<file path="config.mk">
export PLATFORM = sky130hd
export DESIGN_NAME = pps_top
export DESIGN_NICKNAME = d
export VERILOG_FILES = /design/src/common/pps_pkg.sv /design/src/design/pps_slot_mem.sv /design/src/design/pps_top.sv
export SDC_FILE = /design/constraint.sdc
export NUM_CORES = 1
export LEC_CHECK = 0
export BUFFER_PORTS_ARGS = -buffer_cell sky130_fd_sc_hd__clkbuf_2
export CORE_MARGIN = 4
export CORE_UTILIZATION = 39
export CTS_BUF_LIST = sky130_fd_sc_hd__clkbuf_2
export CTS_CLUSTER_DIAMETER = 100
export DETAILED_ROUTE_END_ITERATION = 6
export SLEW_MARGIN = 10
export SYNTH_ARGS = -nofsm -noshare
export SYNTH_HDL_FRONTEND = slang
export SYNTH_SLANG_ARGS = --single-unit
export TNS_END_PERCENT = 10
</file>
<file path="constraint.sdc">
create_clock -name clk_i -period 3.2 [get_ports clk_i]
set_input_delay 0.64 -clock clk_i [delete_from_list [all_inputs] [get_ports clk_i]]
set_output_delay 0.64 -clock clk_i [all_outputs]
set_load 0.01 [all_outputs]
</file>
<file path="src/common/pps_pkg.sv">
// Summary of operation
// - Standard mode accepts wider multiply, prescale, postscale
// - Standard postscale independent of prescale value
// - Standard mode adds analog operating-point value
// - Power-on: both synthesisers restricted, restricted values
// - System control bit 2 selects standard mode
// - System standard: first register prescale, second multiplier
// - System standard: added postscale and operating-point registers
// - Pixel style 100 external, 101 internal standard
// - Style 101 gives internal select extended meaning
// - Restricted internal pair style: eight banks of two; external pair four
// - Standard mode: four banks of four slots
// - Standard readbacks show multiplier and prescale used
// - Added readbacks show postscale and operating point
// - Restricted feedback divider is count plus 65
// - Restricted range bits set half-divide and postscaler
// - Restricted internal pair ignores select bit 3
package pps_pkg;

  // ---------------------------------------------------------------
  // Register indices (byte address is four times the index)
  // ---------------------------------------------------------------
  localparam int         PPS_ADR_W         = 10;
  localparam logic [7:0] IDX_SYS_CTRL      = 8'h08;
  localparam logic [7:0] IDX_PIX_CTRL1     = 8'h10;
  localparam logic [7:0] IDX_PIX_CTRL2     = 8'h11;
  localparam logic [7:0] IDX_FIXED_REF     = 8'h14;
  localparam logic [7:0] IDX_SYS_PRESCALE  = 8'h15;
  localparam logic [7:0] IDX_SYS_MULT      = 8'h16;
  localparam logic [7:0] IDX_SYS_POST      = 8'h17;
  localparam logic [7:0] IDX_SYS_OP        = 8'h18;
  localparam logic [7:0] IDX_SLOT_BASE     = 8'h20;
  localparam logic [7:0] IDX_RB_POST       = 8'h8c;
  localparam logic [7:0] IDX_RB_OP         = 8'h8d;
  localparam logic [7:0] IDX_RB_MULT       = 8'h8e;
  localparam logic [7:0] IDX_RB_PRE        = 8'h8f;

  // ---------------------------------------------------------------
  // Field positions
  // ---------------------------------------------------------------
  localparam int STD_MODE_BIT = 2;
  localparam int DF_LSB       = 6;
  localparam int VCO_W        = 6;
  localparam int REF_W        = 5;

  // ---------------------------------------------------------------
  // Values after reset (restricted-mode meaning)
  // ---------------------------------------------------------------
  localparam logic [7:0] RST_SYS_CTRL     = 8'h00;
  localparam logic [7:0] RST_PIX_CTRL1    = 8'h00;
  localparam logic [7:0] RST_PIX_CTRL2    = 8'h00;
  localparam logic [7:0] RST_FIXED_REF    = 8'h05;
  localparam logic [7:0] RST_SYS_PRESCALE = 8'h05;
  localparam logic [7:0] RST_SYS_MULT     = 8'h00;
  localparam logic [7:0] RST_SYS_POST     = 8'h01;
  localparam logic [7:0] RST_SYS_OP       = 8'h00;
  localparam logic [7:0] RST_SLOT0        = 8'h05;
  localparam logic [7:0] RST_SLOT1        = 8'h0e;
  localparam logic [7:0] RST_SLOT_OTHER   = 8'h00;

  // ---------------------------------------------------------------
  // Restricted-mode arithmetic
  // ---------------------------------------------------------------
  localparam logic [7:0] FB_OFFSET = 8'd65;
  localparam logic [7:0] POST_DIV4 = 8'd4;
  localparam logic [7:0] POST_DIV2 = 8'd2;
  localparam logic [7:0] POST_DIV1 = 8'd1;

  // ---------------------------------------------------------------
  // Pixel selection styles and bus phases
  // ---------------------------------------------------------------
  typedef enum logic [2:0] {
    STYLE_EXT_DIRECT = 3'h0,
    STYLE_EXT_PAIR   = 3'h1,
    STYLE_INT_DIRECT = 3'h2,
    STYLE_INT_PAIR   = 3'h3,
    STYLE_STD_EXT    = 3'h4,
    STYLE_STD_INT    = 3'h5
  } pps_style_type;

  typedef enum logic [1:0] {
    BUS_IDLE   = 2'h0,
    BUS_FETCH  = 2'h1,
    BUS_ANSWER = 2'h3
  } pps_bus_type;

endpackage

</file>
<file path="src/design/pps_slot_mem.sv">
`timescale 1ns/1ns
// Sixteen pixel programming slots, one write port, two registered reads
module pps_slot_mem #(
  parameter int DEPTH = 16,
  parameter int AW    = 4
) (
  // Clock and reset
  input  wire logic          clk_i,
  input  wire logic          rst_i,
  // Write port
  input  wire logic          we_i,
  input  wire logic [AW-1:0] waddr_i,
  input  wire logic [7:0]    wdata_i,
  // Bus read port
  input  wire logic [AW-1:0] addr_a_i,
  output logic      [7:0]    rdata_a_o,
  // Scan read port
  input  wire logic [AW-1:0] addr_b_i,
  output logic      [7:0]    rdata_b_o
);
  import pps_pkg::*;

  logic [7:0] slot [DEPTH];  // Slot storage

  // ---------------------------------------------------------------
  // Storage with restricted-mode power-on contents
  // ---------------------------------------------------------------
  always_ff @(posedge clk_i) begin
    if (rst_i) begin
      for (int i = 0; i < DEPTH; i++) begin
        slot[i] <= RST_SLOT_OTHER;
      end
      slot[0] <= RST_SLOT0;
      slot[1] <= RST_SLOT1;
    end else if (we_i) begin
      slot[waddr_i] <= wdata_i;
    end
  end

  // Registered reads; reset keeps outputs defined
  always_ff @(posedge clk_i) begin
    if (rst_i) begin
      rdata_a_o <= 8'h00;
      rdata_b_o <= 8'h00;
    end else begin
      rdata_a_o <= slot[addr_a_i];
      rdata_b_o <= slot[addr_b_i];
    end
  end

endmodule

</file>
<file path="src/design/pps_top.sv">
`timescale 1ns/1ns
module pps_top (
  // Clock and reset
  input  wire logic                          clk_i,
  input  wire logic                          rst_i,
  // Wishbone slave
  input  wire logic                          cyc_i,
  input  wire logic                          stb_i,
  input  wire logic                          we_i,
  input  wire logic [pps_pkg::PPS_ADR_W-1:0] adr_i,
  input  wire logic [3:0]                    sel_i,
  input  wire logic [31:0]                   dat_i,
  output logic      [31:0]                   dat_o,
  output logic                               ack_o,
  // Frequency-select pins
  input  wire logic [1:0]              external_frequency_select_pins_i,
  // System clock synthesiser programming
  output logic                               sys_standard_mode_o,
  output logic      [7:0]                    sys_feedback_o,
  output logic      [7:0]                    sys_prescale_o,
  output logic                               sys_ref_half_o,
  output logic      [7:0]                    sys_postscale_o,
  output logic      [7:0]                    sys_operating_point_o,
  // Pixel synthesiser programming
  output logic                               pix_standard_mode_o,
  output logic      [7:0]                    pix_feedback_o,
  output logic      [7:0]                    pix_prescale_o,
  output logic                               pix_ref_half_o,
  output logic      [7:0]                    pix_postscale_o,
  output logic      [7:0]                    pix_operating_point_o
);
  import pps_pkg::*;

  // ---------------------------------------------------------------
  // Restricted-mode decode helpers, shared by both synthesisers
  // ---------------------------------------------------------------
  function automatic logic [7:0] fb_from_count(input logic [7:0] v);
    fb_from_count = {2'b00, v[VCO_W-1:0]} + FB_OFFSET;
  endfunction

  function automatic logic [7:0] post_from_range(input logic [1:0] df);
    case (df)
      2'b00:   post_from_range = POST_DIV4;
      2'b01:   post_from_range = POST_DIV2;
      default: post_from_range = POST_DIV1;
    endcase
  endfunction

  function automatic logic [7:0] ref_from_reg(input logic [7:0] v);
    ref_from_reg = {3'b000, v[REF_W-1:0]};
  endfunction

  // ---------------------------------------------------------------
  // Registers
  // ---------------------------------------------------------------
  pps_bus_type   bus_state;        // Bus phase
  pps_bus_type   next_bus_state;   // Next bus phase
  logic [7:0]    system_clock_control;
  logic [7:0]    pixel_pll_control_one;
  logic [7:0]    pixel_pll_control_two;
  logic [7:0]    fixed_ref_divider;
  logic [7:0]    sys_pll_prescale_value;
  logic [7:0]    sys_pll_multiplier_value;
  logic [7:0]    sys_pll_postscale_value;
  logic [7:0]    sys_pll_operating_point;
  logic [1:0]    fs_meta;          // First synchroniser stage
  logic [1:0]    fs_sync;          // Pins usable by logic
  logic [1:0]    scan_cnt;         // Slot within bank being fetched
  logic [1:0]    scan_cnt_d;       // Matches scan read data
  logic [3:0]    scan_addr;        // Slot fetched this cycle
  logic [7:0]    scan_rdata;       // Slot value from memory
  logic [7:0]    act [4];          // Active bank values
  logic [7:0]    bus_rdata;        // Slot value for the bus
  logic [7:0]    idx;              // Register index of request
  logic          wr_now;           // Write lands this edge
  logic          slot_hit;         // Index lies in the slot range
  pps_style_type style;            // Decoded selection style
  logic [3:0]    internal_frequency_select;           // Internal frequency select
  logic [7:0]    rd_mux;           // Read value before register

  assign idx      = adr_i[9:2];
  assign slot_hit = (idx[7:4] == IDX_SLOT_BASE[7:4]);
  assign wr_now   = (bus_state == BUS_ANSWER) && we_i && sel_i[0];
  assign internal_frequency_select   = pixel_pll_control_two[3:0];

  // Reserved codes fall back to the power-on style
  always_comb begin
    case (pixel_pll_control_one[2:0])
      3'h1:    style = STYLE_EXT_PAIR;
      3'h2:    style = STYLE_INT_DIRECT;
      3'h3:    style = STYLE_INT_PAIR;
      3'h4:    style = STYLE_STD_EXT;
      3'h5:    style = STYLE_STD_INT;
      default: style = STYLE_EXT_DIRECT;
    endcase
  end

  // ---------------------------------------------------------------
  // Wishbone phases: request, fetch, answer with ack
  // ---------------------------------------------------------------
  always_comb begin
    case (bus_state)
      BUS_IDLE:  next_bus_state = (cyc_i && stb_i) ? BUS_FETCH : BUS_IDLE;
      BUS_FETCH: next_bus_state = BUS_ANSWER;
      default:   next_bus_state = BUS_IDLE;
    endcase
  end

  always_ff @(posedge clk_i) begin
    if (rst_i) begin
      bus_state <= BUS_IDLE;
    end else begin
      bus_state <= next_bus_state;
    end
  end

  assign ack_o = (bus_state == BUS_ANSWER);

  // Read mux; unmapped indices read as zero
  always_comb begin
    case (idx)
      IDX_SYS_CTRL:     rd_mux = system_clock_control;
      IDX_PIX_CTRL1:    rd_mux = pixel_pll_control_one;
      IDX_PIX_CTRL2:    rd_mux = pixel_pll_control_two;
      IDX_FIXED_REF:    rd_mux = fixed_ref_divider;
      IDX_SYS_PRESCALE: rd_mux = sys_pll_prescale_value;
      IDX_SYS_MULT:     rd_mux = sys_pll_multiplier_value;
      IDX_SYS_POST:     rd_mux = sys_pll_postscale_value;
      IDX_SYS_OP:       rd_mux = sys_pll_operating_point;
      IDX_RB_POST:      rd_mux = pix_postscale_o;
      IDX_RB_OP:        rd_mux = pix_operating_point_o;
      IDX_RB_MULT:      rd_mux = pix_feedback_o;
      IDX_RB_PRE:       rd_mux = pix_prescale_o;
      default:          rd_mux = slot_hit ? bus_rdata : 8'h00;
    endcase
  end

  // Read data registered during fetch, held until next fetch
  always_ff @(posedge clk_i) begin
    if (rst_i) begin
      dat_o <= 32'h0000_0000;
    end else if (bus_state == BUS_FETCH) begin
      dat_o <= {24'h00_0000, rd_mux};
    end
  end

  // ---------------------------------------------------------------
  // Control registers; writes land on the acknowledging edge
  // ---------------------------------------------------------------
  always_ff @(posedge clk_i) begin
    if (rst_i) begin
      system_clock_control     <= RST_SYS_CTRL;
      pixel_pll_control_one    <= RST_PIX_CTRL1;
      pixel_pll_control_two    <= RST_PIX_CTRL2;
      fixed_ref_divider        <= RST_FIXED_REF;
      sys_pll_prescale_value   <= RST_SYS_PRESCALE;
      sys_pll_multiplier_value <= RST_SYS_MULT;
      sys_pll_postscale_value  <= RST_SYS_POST;
      sys_pll_operating_point  <= RST_SYS_OP;
    end else if (wr_now) begin
      case (idx)
        IDX_SYS_CTRL:     system_clock_control     <= dat_i[7:0];
        IDX_PIX_CTRL1:    pixel_pll_control_one    <= dat_i[7:0];
        IDX_PIX_CTRL2:    pixel_pll_control_two    <= dat_i[7:0];
        IDX_FIXED_REF:    fixed_ref_divider        <= dat_i[7:0];
        IDX_SYS_PRESCALE: sys_pll_prescale_value   <= dat_i[7:0];
        IDX_SYS_MULT:     sys_pll_multiplier_value <= dat_i[7:0];
        IDX_SYS_POST:     sys_pll_postscale_value  <= dat_i[7:0];
        IDX_SYS_OP:       sys_pll_operating_point  <= dat_i[7:0];
        default:          ;  // Readbacks and unmapped ignore writes
      endcase
    end
  end

  // ---------------------------------------------------------------
  // Pin synchroniser and bank scanner
  // ---------------------------------------------------------------
  always_ff @(posedge clk_i) begin
    if (rst_i) begin
      fs_meta <= 2'b00;
      fs_sync <= 2'b00;
    end else begin
      fs_meta <= external_frequency_select_pins_i;
      fs_sync <= fs_meta;
    end
  end

  // Slot of the selected bank for the current scan step
  always_comb begin
    case (style)
      STYLE_EXT_PAIR:   scan_addr = {1'b0, fs_sync, scan_cnt[0]};
      STYLE_INT_DIRECT: scan_addr = internal_frequency_select;
      STYLE_INT_PAIR:   scan_addr = {internal_frequency_select[2:0], scan_cnt[0]};
      STYLE_STD_EXT:    scan_addr = {fs_sync, scan_cnt};
      STYLE_STD_INT:    scan_addr = {internal_frequency_select[1:0], scan_cnt};
      default:          scan_addr = {2'b00, fs_sync};
    endcase
  end

  // Refresh all four active values continuously; a bank change
  // settles within a few cycles, far below any lock time
  always_ff @(posedge clk_i) begin
    if (rst_i) begin
      scan_cnt   <= 2'b00;
      scan_cnt_d <= 2'b00;
      for (int i = 0; i < 4; i++) begin
        act[i] <= 8'h00;
      end
    end else begin
      scan_cnt         <= scan_cnt + 2'b01;
      scan_cnt_d       <= scan_cnt;
      act[scan_cnt_d]  <= scan_rdata;
    end
  end

  pps_slot_mem #(
    .DEPTH (16),
    .AW    (4)
  ) u_slots (
    .clk_i     (clk_i),
    .rst_i     (rst_i),
    .we_i      (wr_now && slot_hit),
    .waddr_i   (idx[3:0]),
    .wdata_i   (dat_i[7:0]),
    .addr_a_i  (idx[3:0]),
    .rdata_a_o (bus_rdata),
    .addr_b_i  (scan_addr),
    .rdata_b_o (scan_rdata)
  );

  // ---------------------------------------------------------------
  // System synthesiser decode
  // ---------------------------------------------------------------
  always_ff @(posedge clk_i) begin
    if (rst_i) begin
      sys_standard_mode_o   <= 1'b0;
      sys_feedback_o        <= 8'h00;
      sys_prescale_o        <= 8'h00;
      sys_ref_half_o        <= 1'b0;
      sys_postscale_o       <= 8'h00;
      sys_operating_point_o <= 8'h00;
    end else if (system_clock_control[STD_MODE_BIT]) begin
      sys_standard_mode_o   <= 1'b1;
      sys_prescale_o        <= sys_pll_prescale_value;
      sys_feedback_o        <= sys_pll_multiplier_value;
      sys_ref_half_o        <= 1'b0;
      sys_postscale_o       <= sys_pll_postscale_value;
      sys_operating_point_o <= sys_pll_operating_point;
    end else begin
      sys_standard_mode_o   <= 1'b0;
      sys_prescale_o        <= ref_from_reg(sys_pll_prescale_value);
      sys_feedback_o <= fb_from_count(sys_pll_multiplier_value);
      sys_ref_half_o <= (sys_pll_multiplier_value[7:6] != 2'b11);
      sys_postscale_o <= post_from_range(sys_pll_multiplier_value[7:6]);
      sys_operating_point_o <= 8'h00;
    end
  end

  // ---------------------------------------------------------------
  // Pixel synthesiser decode
  // ---------------------------------------------------------------
  logic [7:0] pix_ref_src;  // Restricted reference register in use

  // Pair styles take N from the bank; direct styles the fixed divider
  assign pix_ref_src = (style == STYLE_EXT_PAIR || style == STYLE_INT_PAIR)
                       ? act[1] : fixed_ref_divider;

  always_ff @(posedge clk_i) begin
    if (rst_i) begin
      pix_standard_mode_o   <= 1'b0;
      pix_feedback_o        <= 8'h00;
      pix_prescale_o        <= 8'h00;
      pix_ref_half_o        <= 1'b0;
      pix_postscale_o       <= 8'h00;
      pix_operating_point_o <= 8'h00;
    end else if (style == STYLE_STD_EXT || style == STYLE_STD_INT) begin
      pix_standard_mode_o   <= 1'b1;
      pix_feedback_o        <= act[0];
      pix_prescale_o        <= act[1];
      pix_ref_half_o        <= 1'b0;
      pix_postscale_o       <= act[2];
      pix_operating_point_o <= act[3];
    end else begin
      pix_standard_mode_o   <= 1'b0;
      pix_feedback_o        <= fb_from_count(act[0]);
      pix_prescale_o        <= ref_from_reg(pix_ref_src);
      pix_ref_half_o        <= (act[0][7:6] != 2'b11);
      pix_postscale_o       <= post_from_range(act[0][7:6]);
      pix_operating_point_o <= 8'h00;
    end
  end

  // ---------------------------------------------------------------
  // Checks
  // ---------------------------------------------------------------
  chk_sys_mode_follow: assert property (
    @(posedge clk_i) disable iff (rst_i)
    1'b1 |=> sys_standard_mode_o == $past(system_clock_control[2]))
    else $error("system mode output does not follow control bit");

  chk_sys_std_values: assert property (
    @(posedge clk_i) disable iff (rst_i)
    system_clock_control[STD_MODE_BIT]
    |=> sys_prescale_o == $past(sys_pll_prescale_value)
        && sys_feedback_o == $past(sys_pll_multiplier_value))
    else $error("standard system prescale or multiplier wrong");

  chk_sys_std_extra: assert property (
    @(posedge clk_i) disable iff (rst_i)
    system_clock_control[STD_MODE_BIT]
    |=> sys_postscale_o == $past(sys_pll_postscale_value)
        && sys_operating_point_o == $past(sys_pll_operating_point))
    else $error("standard system postscale or operating point wrong");

  chk_sys_fb_offset: assert property (
    @(posedge clk_i) disable iff (rst_i)
    !rst_i && !system_clock_control[STD_MODE_BIT]
    |=> sys_feedback_o == 8'(65 + $past(sys_pll_multiplier_value[5:0])))
    else $error("restricted feedback divider not count plus 65");

  chk_sys_range_div4: assert property (
    @(posedge clk_i) disable iff (rst_i)
    !rst_i && !system_clock_control[STD_MODE_BIT]
    && sys_pll_multiplier_value[7:6] == 2'b00
    |=> sys_postscale_o == 8'h04 && sys_ref_half_o)
    else $error("range 00 must halve reference and divide by four");

  chk_std_no_half: assert property (
    @(posedge clk_i) disable iff (rst_i)
    (style == STYLE_STD_EXT || style == STYLE_STD_INT)
    |=> !pix_ref_half_o && pix_postscale_o == $past(act[2]))
    else $error("standard pixel postscale coupled to prescale");

  chk_power_on_mode: assert property (
    @(posedge clk_i)
    $fell(rst_i) |-> !sys_standard_mode_o && !pix_standard_mode_o
                     && pixel_pll_control_one == 8'h00)
    else $error("synthesisers not in restricted mode after reset");

  chk_int_pair_addr: assert property (
    @(posedge clk_i) disable iff (rst_i)
    style == STYLE_INT_PAIR |-> scan_addr[3:1] == internal_frequency_select[2:0])
    else $error("restricted internal pair slot address wrong");

  chk_std_bank_addr: assert property (
    @(posedge clk_i) disable iff (rst_i)
    style == STYLE_STD_EXT |-> scan_addr[3:2] == fs_sync
                               && scan_addr[1:0] == scan_cnt)
    else $error("standard external bank not chosen by pins");

  chk_readback_mult: assert property (
    @(posedge clk_i) disable iff (rst_i)
    bus_state == BUS_FETCH && idx == IDX_RB_MULT
    |=> dat_o[7:0] == $past(pix_feedback_o) && ack_o)
    else $error("multiplier readback wrong");

  chk_bus_ack_delay: assert property (
    @(posedge clk_i) disable iff (rst_i)
    bus_state == BUS_IDLE && cyc_i && stb_i |-> !ack_o ##1 !ack_o ##1 ack_o)
    else $error("ack not two cycles after request");

endmodule

</file>
* Yosys cells after proc, flatten, opt, wreduce, memory -nomap -nowiden
Memory sizes are Yosys's and may differ from the RTL's. A register that Yosys moved wholly into a read port is not among the register bits.
Index checks and enable logic that the tools add are counted.
** Operators by class
- Bitwise logic cells :: 4
- Add/sub/neg operators :: 3
- Equality and inequality tests :: 29
- Reduce and logical (&&, ||, !) cells :: 23
- Multiplexer cells :: 30
** Operators with widths (number)
- $pmux 8 s12 :: 1
- $mux 8 :: 9
- $eq 8x5->1 const B :: 7
- $eq 8x8->1 const B :: 4
- $pmux 4 s5 :: 1
- $add 6x7->8 const B :: 2
- $reduce_and 2->1 :: 8
- $reduce_or 8->1 :: 2
- $pmux 3 s5 :: 1
- $eq 3x2->1 const B :: 4
- $eq 3x3->1 const B :: 4
- $pmux 3 s2 :: 2
- $mux 1 :: 11
- $mux 5 :: 2
- $eq 8x4->1 const B :: 1
- $reduce_or 2->1 :: 4
- $eq 2x1->1 const B :: 3
- $eq 3x1->1 const B :: 2
- $logic_not 2->1 :: 3
- $eq 4x2->1 const B :: 1
- $logic_and 1x1->1 :: 4
- $mux 4 :: 1
- $ne 2x2->1 const B :: 2
- $pmux 2 s2 :: 1
- 6 further kinds :: 9
** Storage, ports and cells
- Register bits :: 142
- Memory bits (writable) :: 160
- Output and inout port bits :: 101
- Memories :: 2
- Logic and storage cells :: 118
** Memory list
- u_slots.slot :: depth 16, bits a word 8, read ports 2, clocked after Yosys merged registers in 2, write ports 16, line pps_slot_mem.sv:23 : logic [7:0] slot [DEPTH];
- act :: depth 4, bits a word 8, read ports 4, clocked after Yosys merged registers in 1, write ports 4, line pps_top.sv:72 : logic [7:0] act [4];

* Depth between registers and ports, before layout
- Word-level depth :: 9
- Mapped depth :: 9
- Gate-level depth less buffers :: 6

* By module
From an unflattened synthesis, not the netlist that was laid out.
** Second synthesis, totals
- Cells, all modules :: 1244
- Area, all modules :: 14876.8 um2
** Modules (own cells, without submodules)
- pps_top :: cells an instance 732, seq. area each 3963.8 um2, times used 1, area an instance 7541.0 um2
- pps_slot_mem :: cells an instance 512, seq. area each 4164.0 um2, times used 1, area an instance 7335.8 um2

* Least setup slack after synthesis
No wires, ideal clock.
- Path kind :: in2reg
- Start point :: input adr_i[6] (netlist name)
- End point :: memory u_slots.slot[11][0], enable pin
- Arrival time :: 2.230 ns
- Setup slack :: 0.641 ns
- Setup time :: 0.329 ns
- Stages on the path :: 5
- Required time :: 2.871 ns
- Path buffers :: 0
- Path through :: nor4b_4 > nand2_1 > or4b_1 > nor2_2 > or2_1
** RTL lines
- start, declared :: line pps_top.sv:10 : input wire logic [pps_pkg::PPS_ADR_W-1:0] adr_i,
- end, declared :: line pps_slot_mem.sv:23

* Worst setup path in the final report
- Start point :: register pixel_pll_control_one[1]
- End point :: register u_slots.rdata_b_o[7], read port of u_slots.slot
** On the way
- Word-level cells in the longest chain between the ends :: 4
- Elaborated cells between the ends (all ways) :: 12
** Ends and longest elaborated chain
- start, declared :: line pps_top.sv:59 : logic [7:0] pixel_pll_control_one;
- start signal, assigned :: line pps_top.sv:163 : IDX_PIX_CTRL1: pixel_pll_control_one <= dat_i[7:0];
- $eq 3x3->1 (tied with other cells) :: line pps_top.sv:88 : case (pixel_pll_control_one[2:0])
- $pmux 3 s5 (*) :: line pps_top.sv:88
- $eq 3x3->1 (tied with other cells) :: line pps_top.sv:190 : case (style)
- $pmux 4 s5 (*) :: line pps_top.sv:190
- end, declared :: line pps_slot_mem.sv:19 : output logic [7:0] rdata_b_o
Every way passes the cells marked *; elsewhere a longest branch is shown, timed or not.
A chain may end at the register's enable or synchronous reset.

==> impl_metrics.yaml <==
sta:
  tns_ps: 0
  max_slew.worst_pin.slew_ps: 1070
  layout_min_cycle_time_ps: 2880
  skew_ps: 85.7
  finalHoldViolCount: 0
  max_freq_ghz: 0.348
  grt_setup_unrepaired: "no"
  final_min_period_over_clock_period: 0.899
  slew_viol_final: 0
  slew-limit-headroom: 0.281
  setup_slack_ps: 324
  setup_viol: 0
  whs_ps: 134
worst_setup_path:
  worstPathMaxFanout: 13
  start_kind: "flop"
  worstSetupPathType: "flop to flop"
  reg2reg_slack_ps: 320
  end_kind: "flop"
  worstPathArrival_ps: 3810
  required_ps: 4130
worst_hold_path:
  worstHoldPathType: "primary input to flop"
synth:
  synth_compound_area_frac: 0.0938
  synth_cells: 1373
  synth.area.mux_share: 0.125
  synthSimpleGateAreaFrac: 0.204
  postSynth.asyncResetShare: 0
  synth-main-ff-cell: "dfxtp_1"
  netlist-cell-type-count: 65
  synth_top_family_by_area: "simple AND/OR/NAND/NOR gates"
  synth-seq-area-share: 0.527
  synth_seq_cells: 326
  synth.top_cell.area_share: 0.312
  yosysTopAreaCell: "edfxtp_1"
  synth-adder-area-share: 0.00162
  synth_edf_count: 160
  syn_area_per_cell_um2: 11.2
  synth-xor-area-share: 0.00568
  synth_top_cells_by_area: "edfxtp_1 31%, dfxtp_1 22%, and2_1 7.4%"
  synth_area_um2: 15400
  ys_warn_count: 0
power:
  power_mw: 8.13
  ir_drop_uv: 223
  power_leakage_nw: 6.76
  power_density_nw_per_um2: 470
layout:
  stdcell_count: 2097
  top_register: "u_slots.slot"
  fin_nets: 1568
  multi_input_area_um2: 6740
  final_cell_mix: "211 x clkbuf_2, 182 x and2_1, 165 x dfxtp_1"
  drive_gt1_frac: 0.238
  seq_area_um2: 8130
  final_common_cell: "clkbuf_2"
  fillCellCount: 3654
  final_util: 0.446
  largest_register_ffs: 128
  fin_area_um2: 17300
  largestRegisters: "u_slots.slot x128, act x32"
  area_delta_synth_final_pct: 12.2
clock_network:
  clockRootBuffer: "clkbuf_2"
  cts_max_level: 3
  cts_tree: "built"
  cts_buffer_depth: 3
  ctsHoldBuffers: 4
  post_cts_resized: 0
  numCtsBuffers: 82
  insertion_delay_ps: 990
  cts_sinks: 326
  cts_setup_buffers: 0
  path_clk_slew_ps: 120
global_route:
  grt_pass1_wl_um: 68500
  grt_max_degree: 72
  grt_pass1_vias: 11292
  grt_use_total: 0.212
  grt_antenna_before_repair: 2
  grt_overflow: 0
route:
  wl_per_cell_um: 21.8
  vias: 11568
  via_per_inst: 5.52
  ant_nets: 0
  route.met3.wl_um: 3160
  routedLengthMet1_um: 18900
  initialDrtViolationCount: 1219
  drcViolationCount: 0
  wirelength_um: 45700
  highest_layer: "met4"
  dr.pass1.iters: 5
  met2RoutedLength_um: 21800
die:
  die_w_um: 207
  die-area_um2: 42800
  floorplan.initialDensity: 0.397
  io_pins: 154
  rows: 72
  die_h_um: 207
  coreArea_um2: 38800
placed_design:
  gp_congestion: 0.913
  dp_hpwl_um: 31800
  dpl.cell_count: 1943
  dpl_cell_area_um2: 16500
  portBuffers: 100
  pre_cts_slack_ps: 421
status:
  outcome: "finished, final reports clean"
flow_run:
  maxCapViolCount: 0
==> path summary, 6_finish.rpt <==
check,from,depth (start not counted),to
setup / recovery,pixel_pll_control_one[1]$_SDFFE_PP0P_,7,u_slots.rdata_b_o[7]$_SDFF_PP0_
setup reg to reg,pixel_pll_control_one[1]$_SDFFE_PP0P_,7,u_slots.rdata_b_o[7]$_SDFF_PP0_
hold / removal,rst_i,2,pix_feedback_o[5]$_SDFF_PP0_
hold reg to reg,fs_meta[1]$_SDFF_PP0_,1,fs_sync[1]$_SDFF_PP0_
==> logic make-up (layout without fill, tap and decap cells) <==
family / count (synthesis) / count (layout)
simple gates: 572 / 572
buf+inv: 131 / 313
fa+ha+maj: 2 / 2
xor+xnor: 10 / 10
other cells: 1 / 25
mux: 130 / 130
flops: 326 / 326
compound gates: 201 / 201
==> worst max-delay path, cell delays in order, from the launching register on <==
cell and delay, ps:
dfxtp_1 680, and3b_1 340, a211o_1 230, nand2_1 90, nor3_1 840, a32oi_1 240
o311ai_1 190, buf_4 190
==> layout make-up <==
cell class / instances / area share
Timing Repair Buffer: 159 / 0.0563
Antenna cell: 1 / 0.000145
Tap cell: 518 / 0.0375
Sequential cell: 326 / 0.470
Multi-Input combinational cell: 939 / 0.390
Clock inverter: 35 / 0.0124
Clock buffer: 114 / 0.0330
Inverter: 5 / 0.00108
==> cell usage after synthesis (16+ instances only) <==
cell      count
a21oi_1      53
a221o_1      16
a22oi_1      23
and2_1      182
and3_1       18
buf_2        24
buf_4        26
clkbuf_1     65
dfxtp_1     166
edfxtp_1    160
mux2_1       23
mux2i_1      50
mux4_2       47
nand2_1      69
nand3_1     106
nor2_1       76
nor2b_1      37
o211ai_1     27
or2_2        16
==> power breakdown <==
part	switching, mW	internal, mW
registers	0.0907	4.49
clock network	1.75	1.15
logic	0.408	0.233
total	2.25	5.88
==> per-layer routing <==
layer,global-route usage,vias to the layer above
met5,0,-
met2,0.352,507
li1,-,5322
met3,0.0409,103
met1,0.272,5636
met4,0.0921,0
Power figures use the tool's default switching activity.
